==> config.mk <==
export PLATFORM = sky130hd
export DESIGN_NAME = pbseq_top
export DESIGN_NICKNAME = d
export VERILOG_FILES = /design/src/hw/pbseq_pkg.sv /design/src/hw/pbseq_top.sv
export SDC_FILE = /design/constraint.sdc
export NUM_CORES = 1
export LEC_CHECK = 0
export ABC_AREA = 1
export BUFFER_PORTS_ARGS = -buffer_cell sky130_fd_sc_hd__buf_2
export CAP_MARGIN = 30
export CORE_MARGIN = 8
export CORE_UTILIZATION = 45
export CTS_BUF_LIST = sky130_fd_sc_hd__clkbuf_4
export DETAILED_ROUTE_END_ITERATION = 16
export HOLD_SLACK_MARGIN = 0.1
export PLACE_DENSITY = 0.61
export REMOVE_ABC_BUFFERS = 1
export SYNTH_ARGS = -nofsm -noshare
export SYNTH_HDL_FRONTEND = slang
export SYNTH_SLANG_ARGS = --single-unit
==> constraint.sdc <==
create_clock -name mclk -period 4.3 [get_ports mclk]
set_input_delay 0.215 -clock mclk [delete_from_list [all_inputs] [get_ports mclk]]
set_output_delay 0.215 -clock mclk [all_outputs]
set_load 0.02 [all_outputs]
==> src/hw/pbseq_pkg.sv <==
// Package of timing constants and states for the pushbutton power sequencer
package pbseq_pkg;
    // ------------------------------------------------------------------
    // Timebase
    // ------------------------------------------------------------------
    localparam int CLK_HZ           = 50000000;
    localparam int TICK_US          = 1000;                       // Tick period in us
    localparam int TICK_CYC         = CLK_HZ / 1000000 * TICK_US; // Cycles per tick
    localparam int ON_DEBOUNCE_MS   = 32;
    localparam int OFF_DEBOUNCE_MS  = 32;
    localparam int INT_MIN_MS       = 32;
    localparam int BLANK_MS         = 512;
    localparam int LOCKOUT_MS       = 256;
    localparam int FORCED_OFF_MIN_MS = 64;
    localparam int KILL_FILT_US     = 30;
    localparam int KILL_FILT_CYC    = CLK_HZ / 1000000 * KILL_FILT_US;
    localparam int OSC_CYCLES       = 16;
    localparam logic EN_ACTIVE_HIGH = 1'h1;

    // ------------------------------------------------------------------
    // Sequencer states
    // ------------------------------------------------------------------
    typedef enum logic [8:0] {
        PBSEQ_IDLE    = 9'h001,
        PBSEQ_ON_DB   = 9'h002,
        PBSEQ_BLANK   = 9'h004,
        PBSEQ_REL_DB  = 9'h008,
        PBSEQ_RUN     = 9'h010,
        PBSEQ_OFF_DB  = 9'h020,
        PBSEQ_INT_MIN = 9'h040,
        PBSEQ_PD      = 9'h080,
        PBSEQ_LOCK    = 9'h100
    } pbseq_state_t;
endpackage : pbseq_pkg

==> src/hw/pbseq_top.sv <==
// Pushbutton power sequencer: debounce, blanking, interrupt and forced shutdown
`timescale 1ns/1ps
`default_nettype none
module pbseq_top #(
    parameter int          TICK_CYC     = pbseq_pkg::TICK_CYC,
    parameter logic        EN_ACT_HIGH  = pbseq_pkg::EN_ACTIVE_HIGH,
    parameter int          OSC_CYCLES   = pbseq_pkg::OSC_CYCLES
) (
    // Clock and reset
    input  wire logic        mclk,
    input  wire logic        rst_n,
    // Pins from outside
    input  wire logic        push_in_n,
    input  wire logic        kill_in_n,
    // Timer extensions
    input  wire logic [15:0] on_delay_cap,
    input  wire logic        off_hold_cap,
    input  wire logic        off_hold_osc,
    // Outputs
    output logic             power_en,
    output logic             int_n
);
    // ------------------------------------------------------------------
    // Input synchronisers
    // ------------------------------------------------------------------
    logic [1:0] push_sync_r;
    logic [1:0] kill_sync_r;
    logic [1:0] osc_sync_r;
    logic       osc_prev_r;
    logic       push_prev_r;

    // Two flops per asynchronous input
    always_ff @(posedge mclk or negedge rst_n) begin
        if (!rst_n) begin
            push_sync_r <= 2'h3;
            kill_sync_r <= 2'h3;
            osc_sync_r  <= 2'h0;
            osc_prev_r  <= 1'h0;
            push_prev_r <= 1'h1; // Idle level of the button, no false edge
        end else begin
            push_sync_r <= {push_sync_r[0], push_in_n};
            kill_sync_r <= {kill_sync_r[0], kill_in_n};
            osc_sync_r  <= {osc_sync_r[0], off_hold_osc};
            osc_prev_r  <= osc_sync_r[1];
            push_prev_r <= push_sync_r[1];
        end
    end

    wire push_low  = ~push_sync_r[1];
    // A held button after lockout must not restart power
    wire push_fall = push_prev_r & ~push_sync_r[1];
    wire osc_rise = osc_sync_r[1] & ~osc_prev_r;

    // ------------------------------------------------------------------
    // Millisecond tick
    // ------------------------------------------------------------------
    logic [19:0] tick_cnt_r;
    wire         tick = (tick_cnt_r == 20'(TICK_CYC - 1));

    // Shared timebase for every ms timer
    always_ff @(posedge mclk or negedge rst_n) begin
        if (!rst_n) tick_cnt_r <= 20'h00000;
        else        tick_cnt_r <= tick ? 20'h00000 : tick_cnt_r + 20'h00001;
    end

    // ------------------------------------------------------------------
    // Shutdown input glitch filter
    // ------------------------------------------------------------------
    logic [10:0] kill_cnt_r;
    logic        kill_low_r;
    wire         kill_raw_low = ~kill_sync_r[1];
    wire         kill_full    = (kill_cnt_r == 11'(pbseq_pkg::KILL_FILT_CYC - 1));

    // Low must persist the filter time
    always_ff @(posedge mclk or negedge rst_n) begin
        if (!rst_n) begin
            kill_cnt_r <= 11'h000;
            kill_low_r <= 1'h0;
        end else if (!kill_raw_low) begin
            kill_cnt_r <= 11'h000;
            kill_low_r <= 1'h0;
        end else if (kill_full) begin
            kill_low_r <= 1'h1;
        end else begin
            kill_cnt_r <= kill_cnt_r + 11'h001;
        end
    end

    // ------------------------------------------------------------------
    // Sequencer
    // ------------------------------------------------------------------
    pbseq_pkg::pbseq_state_t state_r;
    pbseq_pkg::pbseq_state_t state_nxt;
    logic [16:0] ms_cnt_r;
    logic [4:0]  osc_cnt_r;
    logic        clr_timer;
    logic        on_r;
    logic        on_nxt;
    logic        int_r;
    logic        int_nxt;

    wire [16:0] on_target  = 17'(pbseq_pkg::ON_DEBOUNCE_MS) + {1'h0, on_delay_cap};
    wire        on_done    = (ms_cnt_r >= on_target);
    wire        blank_done = (ms_cnt_r >= 17'(pbseq_pkg::BLANK_MS));
    wire        rel_done   = (ms_cnt_r >= 17'(pbseq_pkg::ON_DEBOUNCE_MS));
    wire        off_done   = (ms_cnt_r >= 17'(pbseq_pkg::OFF_DEBOUNCE_MS));
    wire        imin_done  = (ms_cnt_r >= 17'(pbseq_pkg::INT_MIN_MS));
    wire        lock_done  = (ms_cnt_r >= 17'(pbseq_pkg::LOCKOUT_MS));
    // No extension: 64ms total hold, i.e. 32ms more after the interrupt minimum
    wire        hold_done  = (ms_cnt_r >= 17'(pbseq_pkg::FORCED_OFF_MIN_MS
                                              - pbseq_pkg::INT_MIN_MS));
    wire        osc_done   = (osc_cnt_r == 5'(OSC_CYCLES - 1)) & osc_rise;
    wire        pd_done    = off_hold_cap ? osc_done : hold_done;

    // Next state and output levels
    always_comb begin
        state_nxt = state_r;
        clr_timer = 1'h0;
        on_nxt    = on_r;
        int_nxt   = int_r;
        case (state_r)
            pbseq_pkg::PBSEQ_IDLE: begin
                on_nxt  = 1'h0;
                int_nxt = 1'h0;
                clr_timer = 1'h1;
                if (push_fall) state_nxt = pbseq_pkg::PBSEQ_ON_DB;
            end
            pbseq_pkg::PBSEQ_ON_DB: begin
                if (!push_low) begin
                    state_nxt = pbseq_pkg::PBSEQ_IDLE;
                end else if (on_done) begin
                    on_nxt    = 1'h1;
                    clr_timer = 1'h1;
                    state_nxt = pbseq_pkg::PBSEQ_BLANK;
                end
            end
            pbseq_pkg::PBSEQ_BLANK: begin
                // Inputs not looked at until the window ends
                if (blank_done) begin
                    clr_timer = 1'h1;
                    if (kill_raw_low) begin
                        on_nxt    = 1'h0;
                        state_nxt = pbseq_pkg::PBSEQ_IDLE;
                    end else begin
                        state_nxt = pbseq_pkg::PBSEQ_REL_DB;
                    end
                end
            end
            pbseq_pkg::PBSEQ_REL_DB: begin
                if (push_low) clr_timer = 1'h1;
                else if (rel_done) state_nxt = pbseq_pkg::PBSEQ_RUN;
            end
            pbseq_pkg::PBSEQ_RUN: begin
                clr_timer = 1'h1;
                if (kill_low_r) begin
                    on_nxt    = 1'h0;
                    state_nxt = pbseq_pkg::PBSEQ_LOCK;
                end else if (push_low) begin
                    state_nxt = pbseq_pkg::PBSEQ_OFF_DB;
                end
            end
            pbseq_pkg::PBSEQ_OFF_DB: begin
                if (kill_low_r) begin
                    on_nxt    = 1'h0;
                    clr_timer = 1'h1;
                    state_nxt = pbseq_pkg::PBSEQ_LOCK;
                end else if (!push_low) begin
                    state_nxt = pbseq_pkg::PBSEQ_RUN;
                end else if (off_done) begin
                    int_nxt   = 1'h1;
                    clr_timer = 1'h1;
                    state_nxt = pbseq_pkg::PBSEQ_INT_MIN;
                end
            end
            pbseq_pkg::PBSEQ_INT_MIN: begin
                if (kill_low_r) begin
                    on_nxt    = 1'h0;
                    int_nxt   = 1'h0;
                    clr_timer = 1'h1;
                    state_nxt = pbseq_pkg::PBSEQ_LOCK;
                end else if (imin_done) begin
                    clr_timer = 1'h1;
                    if (push_low) begin
                        state_nxt = pbseq_pkg::PBSEQ_PD;
                    end else begin
                        int_nxt   = 1'h0;
                        state_nxt = pbseq_pkg::PBSEQ_RUN;
                    end
                end
            end
            pbseq_pkg::PBSEQ_PD: begin
                if (kill_low_r) begin
                    on_nxt    = 1'h0;
                    int_nxt   = 1'h0;
                    clr_timer = 1'h1;
                    state_nxt = pbseq_pkg::PBSEQ_LOCK;
                end else if (!push_low) begin
                    int_nxt   = 1'h0;
                    state_nxt = pbseq_pkg::PBSEQ_RUN;
                end else if (pd_done) begin
                    on_nxt    = 1'h0;
                    int_nxt   = 1'h0;
                    clr_timer = 1'h1;
                    state_nxt = pbseq_pkg::PBSEQ_LOCK;
                end
            end
            pbseq_pkg::PBSEQ_LOCK: begin
                // Button ignored while the supply decays
                if (lock_done) state_nxt = pbseq_pkg::PBSEQ_IDLE;
            end
            default: begin
                state_nxt = pbseq_pkg::PBSEQ_IDLE;
                on_nxt    = 1'h0;
                int_nxt   = 1'h0;
            end
        endcase
    end

    // State and level registers
    always_ff @(posedge mclk or negedge rst_n) begin
        if (!rst_n) begin
            state_r <= pbseq_pkg::PBSEQ_IDLE;
            on_r    <= 1'h0;
            int_r   <= 1'h0;
        end else begin
            state_r <= state_nxt;
            on_r    <= on_nxt;
            int_r   <= int_nxt;
        end
    end

    // Millisecond counter, cleared on state entry
    always_ff @(posedge mclk or negedge rst_n) begin
        if (!rst_n)                              ms_cnt_r <= 17'h00000;
        else if (clr_timer || state_nxt != state_r) ms_cnt_r <= 17'h00000;
        else if (tick && ms_cnt_r != 17'h1FFFF)  ms_cnt_r <= ms_cnt_r + 17'h00001;
    end

    // Oscillator cycle counter for forced power-down
    always_ff @(posedge mclk or negedge rst_n) begin
        if (!rst_n)                     osc_cnt_r <= 5'h00;
        else if (state_r != pbseq_pkg::PBSEQ_PD) osc_cnt_r <= 5'h00;
        else if (osc_rise)              osc_cnt_r <= osc_cnt_r + 5'h01;
    end

    // Registered pin outputs, power_en with build polarity, int_n always active low
    always_ff @(posedge mclk or negedge rst_n) begin
        if (!rst_n) begin
            power_en <= ~EN_ACT_HIGH;
            int_n    <= 1'h1;
        end else begin
            power_en <= EN_ACT_HIGH ? on_nxt : ~on_nxt;
            int_n    <= ~int_nxt;
        end
    end
endmodule : pbseq_top
`default_nettype wire

Word-level counts from Yosys, hierarchy flattened

Index checks and enable logic that the tools add are counted.

Register bits: 74
Bits of input ports: 22
Word-level logic and storage cells: 124

Add/sub/neg operators: 5
Order comparisons: 4
Equality and inequality tests: 23
Mux-type cells: 61
Bitwise logic cells: 7
Reductions and logical operators: 10

Operators with widths:

| operator                                              | count |
|---|---|
| two-way mux 9 bit                                     | 17 |
| case mux 9 bit (9 select lines)                       | 1 |
| two-way mux 17 bit                                    | 2 |
| two-way mux 1 bit                                     | 31 |
| two-way mux 11 bit                                    | 2 |
| adder 20 x 1 -> 20 bit, second input constant         | 1 |
| == test 20 x 16 -> 1 bit, second input constant       | 1 |
| two-way mux 20 bit                                    | 1 |
| adder 17 x 1 -> 17 bit, second input constant         | 1 |
| adder 6 x 16 -> 17 bit, first input constant          | 1 |
| >= comparator 17 x 10 -> 1 bit, second input constant | 1 |
| >= comparator 17 bit                                  | 1 |
| >= comparator 17 x 6 -> 1 bit, second input constant  | 1 |
| >= comparator 17 x 9 -> 1 bit, second input constant  | 1 |
| inequality test 17 bit, second input constant         | 1 |
| adder 11 x 1 -> 11 bit, second input constant         | 1 |
| == test 11 bit, second input constant                 | 1 |
| two-way mux 5 bit                                     | 2 |
| inequality test 2 bit, second input constant          | 5 |
| == test 9 x 1 -> 1 bit, second input constant         | 1 |
| == test 9 x 2 -> 1 bit, second input constant         | 1 |
| == test 9 x 3 -> 1 bit, second input constant         | 1 |
| == test 9 x 4 -> 1 bit, second input constant         | 1 |
| == test 9 x 5 -> 1 bit, second input constant         | 1 |
| other kinds (24)                                      | 33 |

Longest topological paths before layout

Word-level depth: 11
Gate-level depth with buffers: 23
Mapped depth without buffers: 22

Worst setup path before layout

No wires, ideal clock.

Path type: input port to flip-flop
From: in on_delay_cap[5]
To: reg ms_cnt_r[8]
Setup time: 0.068 ns
Data arrival time: 2.539 ns
Required time: 4.232 ns
Slack: 1.693 ns
Stages on the path: 23
Buffers on the path: 1
Path through: ha_1 nand3_1 nor2_1 nand4_1 xnor2_1 inv_1 ha_1 nand2_1 inv_1 nand2_1 nor2_1 nand2_1 nand3_1 nor2_1 nand2_1 nand2_1 nand2_1 nor2_2 nand4_2 nor2_4 nand3_4 buf_12 nor2_4

Longest elaborated chain between the ends: 8
Elaborated cells between the ends (all ways): 12

Ends and longest elaborated chain:

| what                                                     | RTL line         | text |
|---|---|---|
| start: declaration                                       | pbseq_top.sv:16  | `input wire logic [15:0] on_delay_cap,` |
| adder 6 x 16 -> 17 bit (*)                               | pbseq_top.sv:102 | `wire [16:0] on_target = 17'(pbseq_pkg::ON_DEBOUNCE_MS) + {1'h0, on_delay_cap};` |
| >= comparator 17 bit (*)                                 | pbseq_top.sv:103 | `wire on_done = (ms_cnt_r >= on_target);` |
| two-way mux 9 bit                                        | pbseq_top.sv:131 | `end else if (on_done) begin` |
| two-way mux 9 bit                                        | pbseq_top.sv:129 | `if (!push_low) begin` |
| case mux 9 bit (9 select lines)                          | pbseq_top.sv:121 | `case (state_r)` |
| inequality test 9 bit                                    | pbseq_top.sv:235 | `else if (clr_timer \|\| state_nxt != state_r) ms_cnt_r <= 17'h00000;` |
| logical OR 1 bit (*)                                     | pbseq_top.sv:235 |  |
| two-way mux 17 bit or nonzero test 2 bit (tied branches) | n/a              |  |
| end signal: assignment                                   | pbseq_top.sv:236 | `else if (tick && ms_cnt_r != 17'h1FFFF) ms_cnt_r <= ms_cnt_r + 17'h00001;` |
| end: declaration                                         | pbseq_top.sv:94  | `logic [16:0] ms_cnt_r;` |

Every way passes the cells marked *; elsewhere a longest branch is shown, timed or not.
A chain may end at the register's enable or synchronous reset.

Worst setup path after layout

From: in on_delay_cap[5]
To: reg ms_cnt_r[2]

Same word-level chain as after synthesis.

==> flow_summary.toml <==
[timing]
drv_slew = 0
fin_setup_tns_ns = 0
finalHoldWorstSlack_ns = 0.141
rsz0062_at_grt = "false"
final_hold_viol_count = 0
clock_skew_ns = 0.0179
worstMarginPinSlew_ns = 0.545
max_freq_mhz = 362
fin_crit_sh_pct = 64.2
period_minus_slack_ns = 2.76
setup_viol = 0
maxSlewHeadroom_pct = 63.7

[logic_synthesis]
synth_flop_cell = "dfrtp_1"
synthArstFlopShare_pct = 100
synth_area_leaders = "dfrtp_1 (32%), nand2_1 (9.3%), inv_1 (7.0%)"
synth_top_area_share_pct = 32.4
ys_types = 48
ys_seq_area_share_pct = 36.0
avgSynthCellArea_um2 = 7.54
netlist_area_um2 = 5170
synth_seq_cells = 74
ys_warn_count = 0
syn_inst = 686
synth_area_leader_cell = "dfrtp_1"
synth-edff-count = 0

[power_and_ir_drop]
total_power_w = 0.00177
pwr-share-seq_pct = 41.6
p_sw_w = 0.000529
power.leakage_nw = 2.84
combPwrFrac_pct = 20.1
power.share.switching_pct = 29.9
powerDensity_nw_per_um2 = 310
internal-power_w = 0.00124
ir_drop_v = 0.000272
clkPwrFrac_pct = 38.3

[route]
routed_wl_um = 11700
drtAntennaViolNets = 0
vias_per_cell = 5.12
drc = 0
drtPass1Iterations = 4
wl_per_cell_um = 13.5
num_vias = 4425
drtIter0Drc = 237

[clocking]
cts_num_sinks = 74
ctsRootBufferMaster = "clkbuf_4"
cts_made_buffers = 9
postCtsResizedCells = 0
insertion_delay_ns = 0.46
cts_max_level = 3
cts_tree = "built"
clkTransAtPathRegs_ns = 0.13
clk_path_buf_depth = 2

[setup_path]
path_class = "in -> reg"
rr_endpoint = "ms_cnt_r[2]"
critical_path.cell_chain = "buf_2 > ha_1 > nand3_1 > nor2_1 > nand4_1 > xnor2_1 > inv_1 > ha_1 > nand2_1 > inv_1 > nand2_1 > nor2_1 > nand3_1 > nand2_1 > nor2_1 > nand2_1 > nand2_1 > nand3_1 > o211ai_1 > nor2_2 > nand3_4 > nor2_1"
path_delay_family = "simple AND/OR/NAND/NOR gates"
crit_fanout = 17
crit_buf_inv = 3
worstSetupStartpointType = "input pin"
crit_slowest_cell = "nand3_4"
r2r_start = "ms_cnt_r[8]"
r2r_setup_slack_ns = 1.72
reg2reg_depth = 15
cp.arrival_ns = 3.14
cpMostUsedCell = "nand2_1"
critical_path.max_stage_delay_ns = 0.33
critPathRequiredTime_ns = 4.68
cp-end-kind = "register"

[floorplanning]
die_area_um2 = 15200
rows = 39
ioPinCount = 24
chipWidth_um = 123
core_um2 = 11300
start_util_pct = 45.7
die_h_um = 123

[cells_and_area]
areaGrowthSynthToFinish_pct = 10.3
diodes = 0
nets = 764
stdcell_count = 865
layout_common_cells = "nand2_1 (128), inv_1 (97), nor2_1 (78)"
multi_input_area_um2 = 2820
design_area_um2 = 5710
final_common_cell = "nand2_1"
drive_above_1_share_pct = 16.2
fillers = 1124
final-seq-area_um2 = 1860

[global_routing]
grt_first_pass_wirelength_um = 20100
grt-ovfl-total = 0
grt_max_degree = 75
grt_pass1_vias = 4311
antenna_found_initial = 0
grtUsageTotal_pct = 16.5

[outcome]
status = "complete, no violations"

[place]
placedCellCount = 844
port_buffers = 23
dp_hpwl_um = 8750
dpl_cell_area_um2 = 5410
gp_congestion = 0.899

[job]
maxCapViolCount = 0

[worst_hold_path]
hold_path.class = "in -> async"
==> metrics by stage <==
stage                     setup WS [ns]  util (%)
after CTS                          1.53      50.2
after floorplan                    1.61         -
after detailed placement           1.04      47.8
final                              1.54      50.4
after global routing               1.17      50.4
after global placement             1.18      47.8
==> sequential cells by signal, summed over array words and instances, names as in the netlist <==
name / count
power_en: 1
osc_sync_r: 2
tick_cnt_r: 20
int_r: 1
kill_sync_r: 2
push_sync_r: 2
osc_cnt_r: 5
int_n: 1
kill_low_r: 1
osc_prev_r: 1
state_r: 9
push_prev_r: 1
ms_cnt_r: 17
kill_cnt_r: 11
==> worst max path at each step <==
| stage | slack (ns) | startpoint | endpoint | cells after the start |
|---|---|---|---|---|
| 6_report | 1.54 | on_delay_cap[5] | ms_cnt_r[2] | 22 |
| 5_1_grt | 1.17 | on_delay_cap[5] | ms_cnt_r[2] | 23 |
| 4_1_cts | 1.53 | on_delay_cap[5] | ms_cnt_r[2] | 23 |
| 3_5_place_dp | 1.04 | on_delay_cap[5] | ms_cnt_r[2] | 23 |
| 3_3_place_gp | 1.18 | on_delay_cap[5] | ms_cnt_r[0] | 23 |
| 2_1_floorplan | 1.61 | on_delay_cap[5] | ms_cnt_r[0] | 22 |
==> area by class of cell <==
type | count | area share, %
timing repair buffer | 28 | 3.25
clock buffer | 10 | 1.32
sequential | 74 | 32.6
inverter | 115 | 7.57
multi-input combinational | 489 | 49.4
clock inverter | 6 | 2.70
tap | 143 | 3.14
==> worst register-to-register path, stage by stage, from the launching register on <==
cell and delay (ns):
dfrtp_1 0.45, ha_1 0.36, nand2_1 0.08, inv_1 0.04
nor2_1 0.10, o21a_1 0.16, nand2_1 0.06, nand2_1 0.05
nand2_1 0.13, nand2_1 0.14, nand2_1 0.08, nor2_2 0.09
nand4_2 0.10, nor2_4 0.13, nand3_4 0.32, nor2_1 0.19
==> cell usage after synthesis, drive strengths merged, types with 6 or more instances <==
cell type / n
o21ai: 30
nor3: 17
ha: 25
xnor2: 6
xor2: 22
nor4: 7
inv: 114
nand4: 25
buf: 6
nor2: 106
nand2: 142
a21oi: 31
dfstp: 7
dfrtp: 67
nand3: 57
==> metal layers <==
metal | up-vias | global-route usage, % | part of all wire (%)
met3 | 14 | 3.11 | 5.1
li1 | 2278 | - | -
met2 | 104 | 26.2 | 47
met5 | - | 0 | 0
met1 | 2029 | 21.6 | 46
met4 | 0 | 7.07 | 1.8
==> power groups by stage <==
stage / Clock (W) / Sequential, W / Combinational [W]
6_report: 0.000678 / 0.000735 / 0.000355
5_1_grt: 0.000719 / 0.000737 / 0.000393
4_1_cts: 0.000691 / 0.000736 / 0.000357
3_5_place_dp: 0 / 0.000749 / 0.000354
3_3_place_gp: 0 / 0.000749 / 0.000346
2_1_floorplan: 0 / 0.000745 / 0.000263
==> kinds of logic after synthesis <==
logic type,after synthesis,synth area share [%]
simple gates,362,35.6
buf+inv,123,9.51
flops,74,36.0
compound gates,73,7.91
xor+xnor,28,4.74
fa+ha+maj,25,6.05
mux,1,0.194
==> timing repair <==
item / 4_1_cts / 5_1_grt
endpoints found under the hold margin: 70 / 0
buffers inserted: 0 / 0
hold buffers: 4 / 0
No activity file was read; power rests on OpenSTA's default activity.
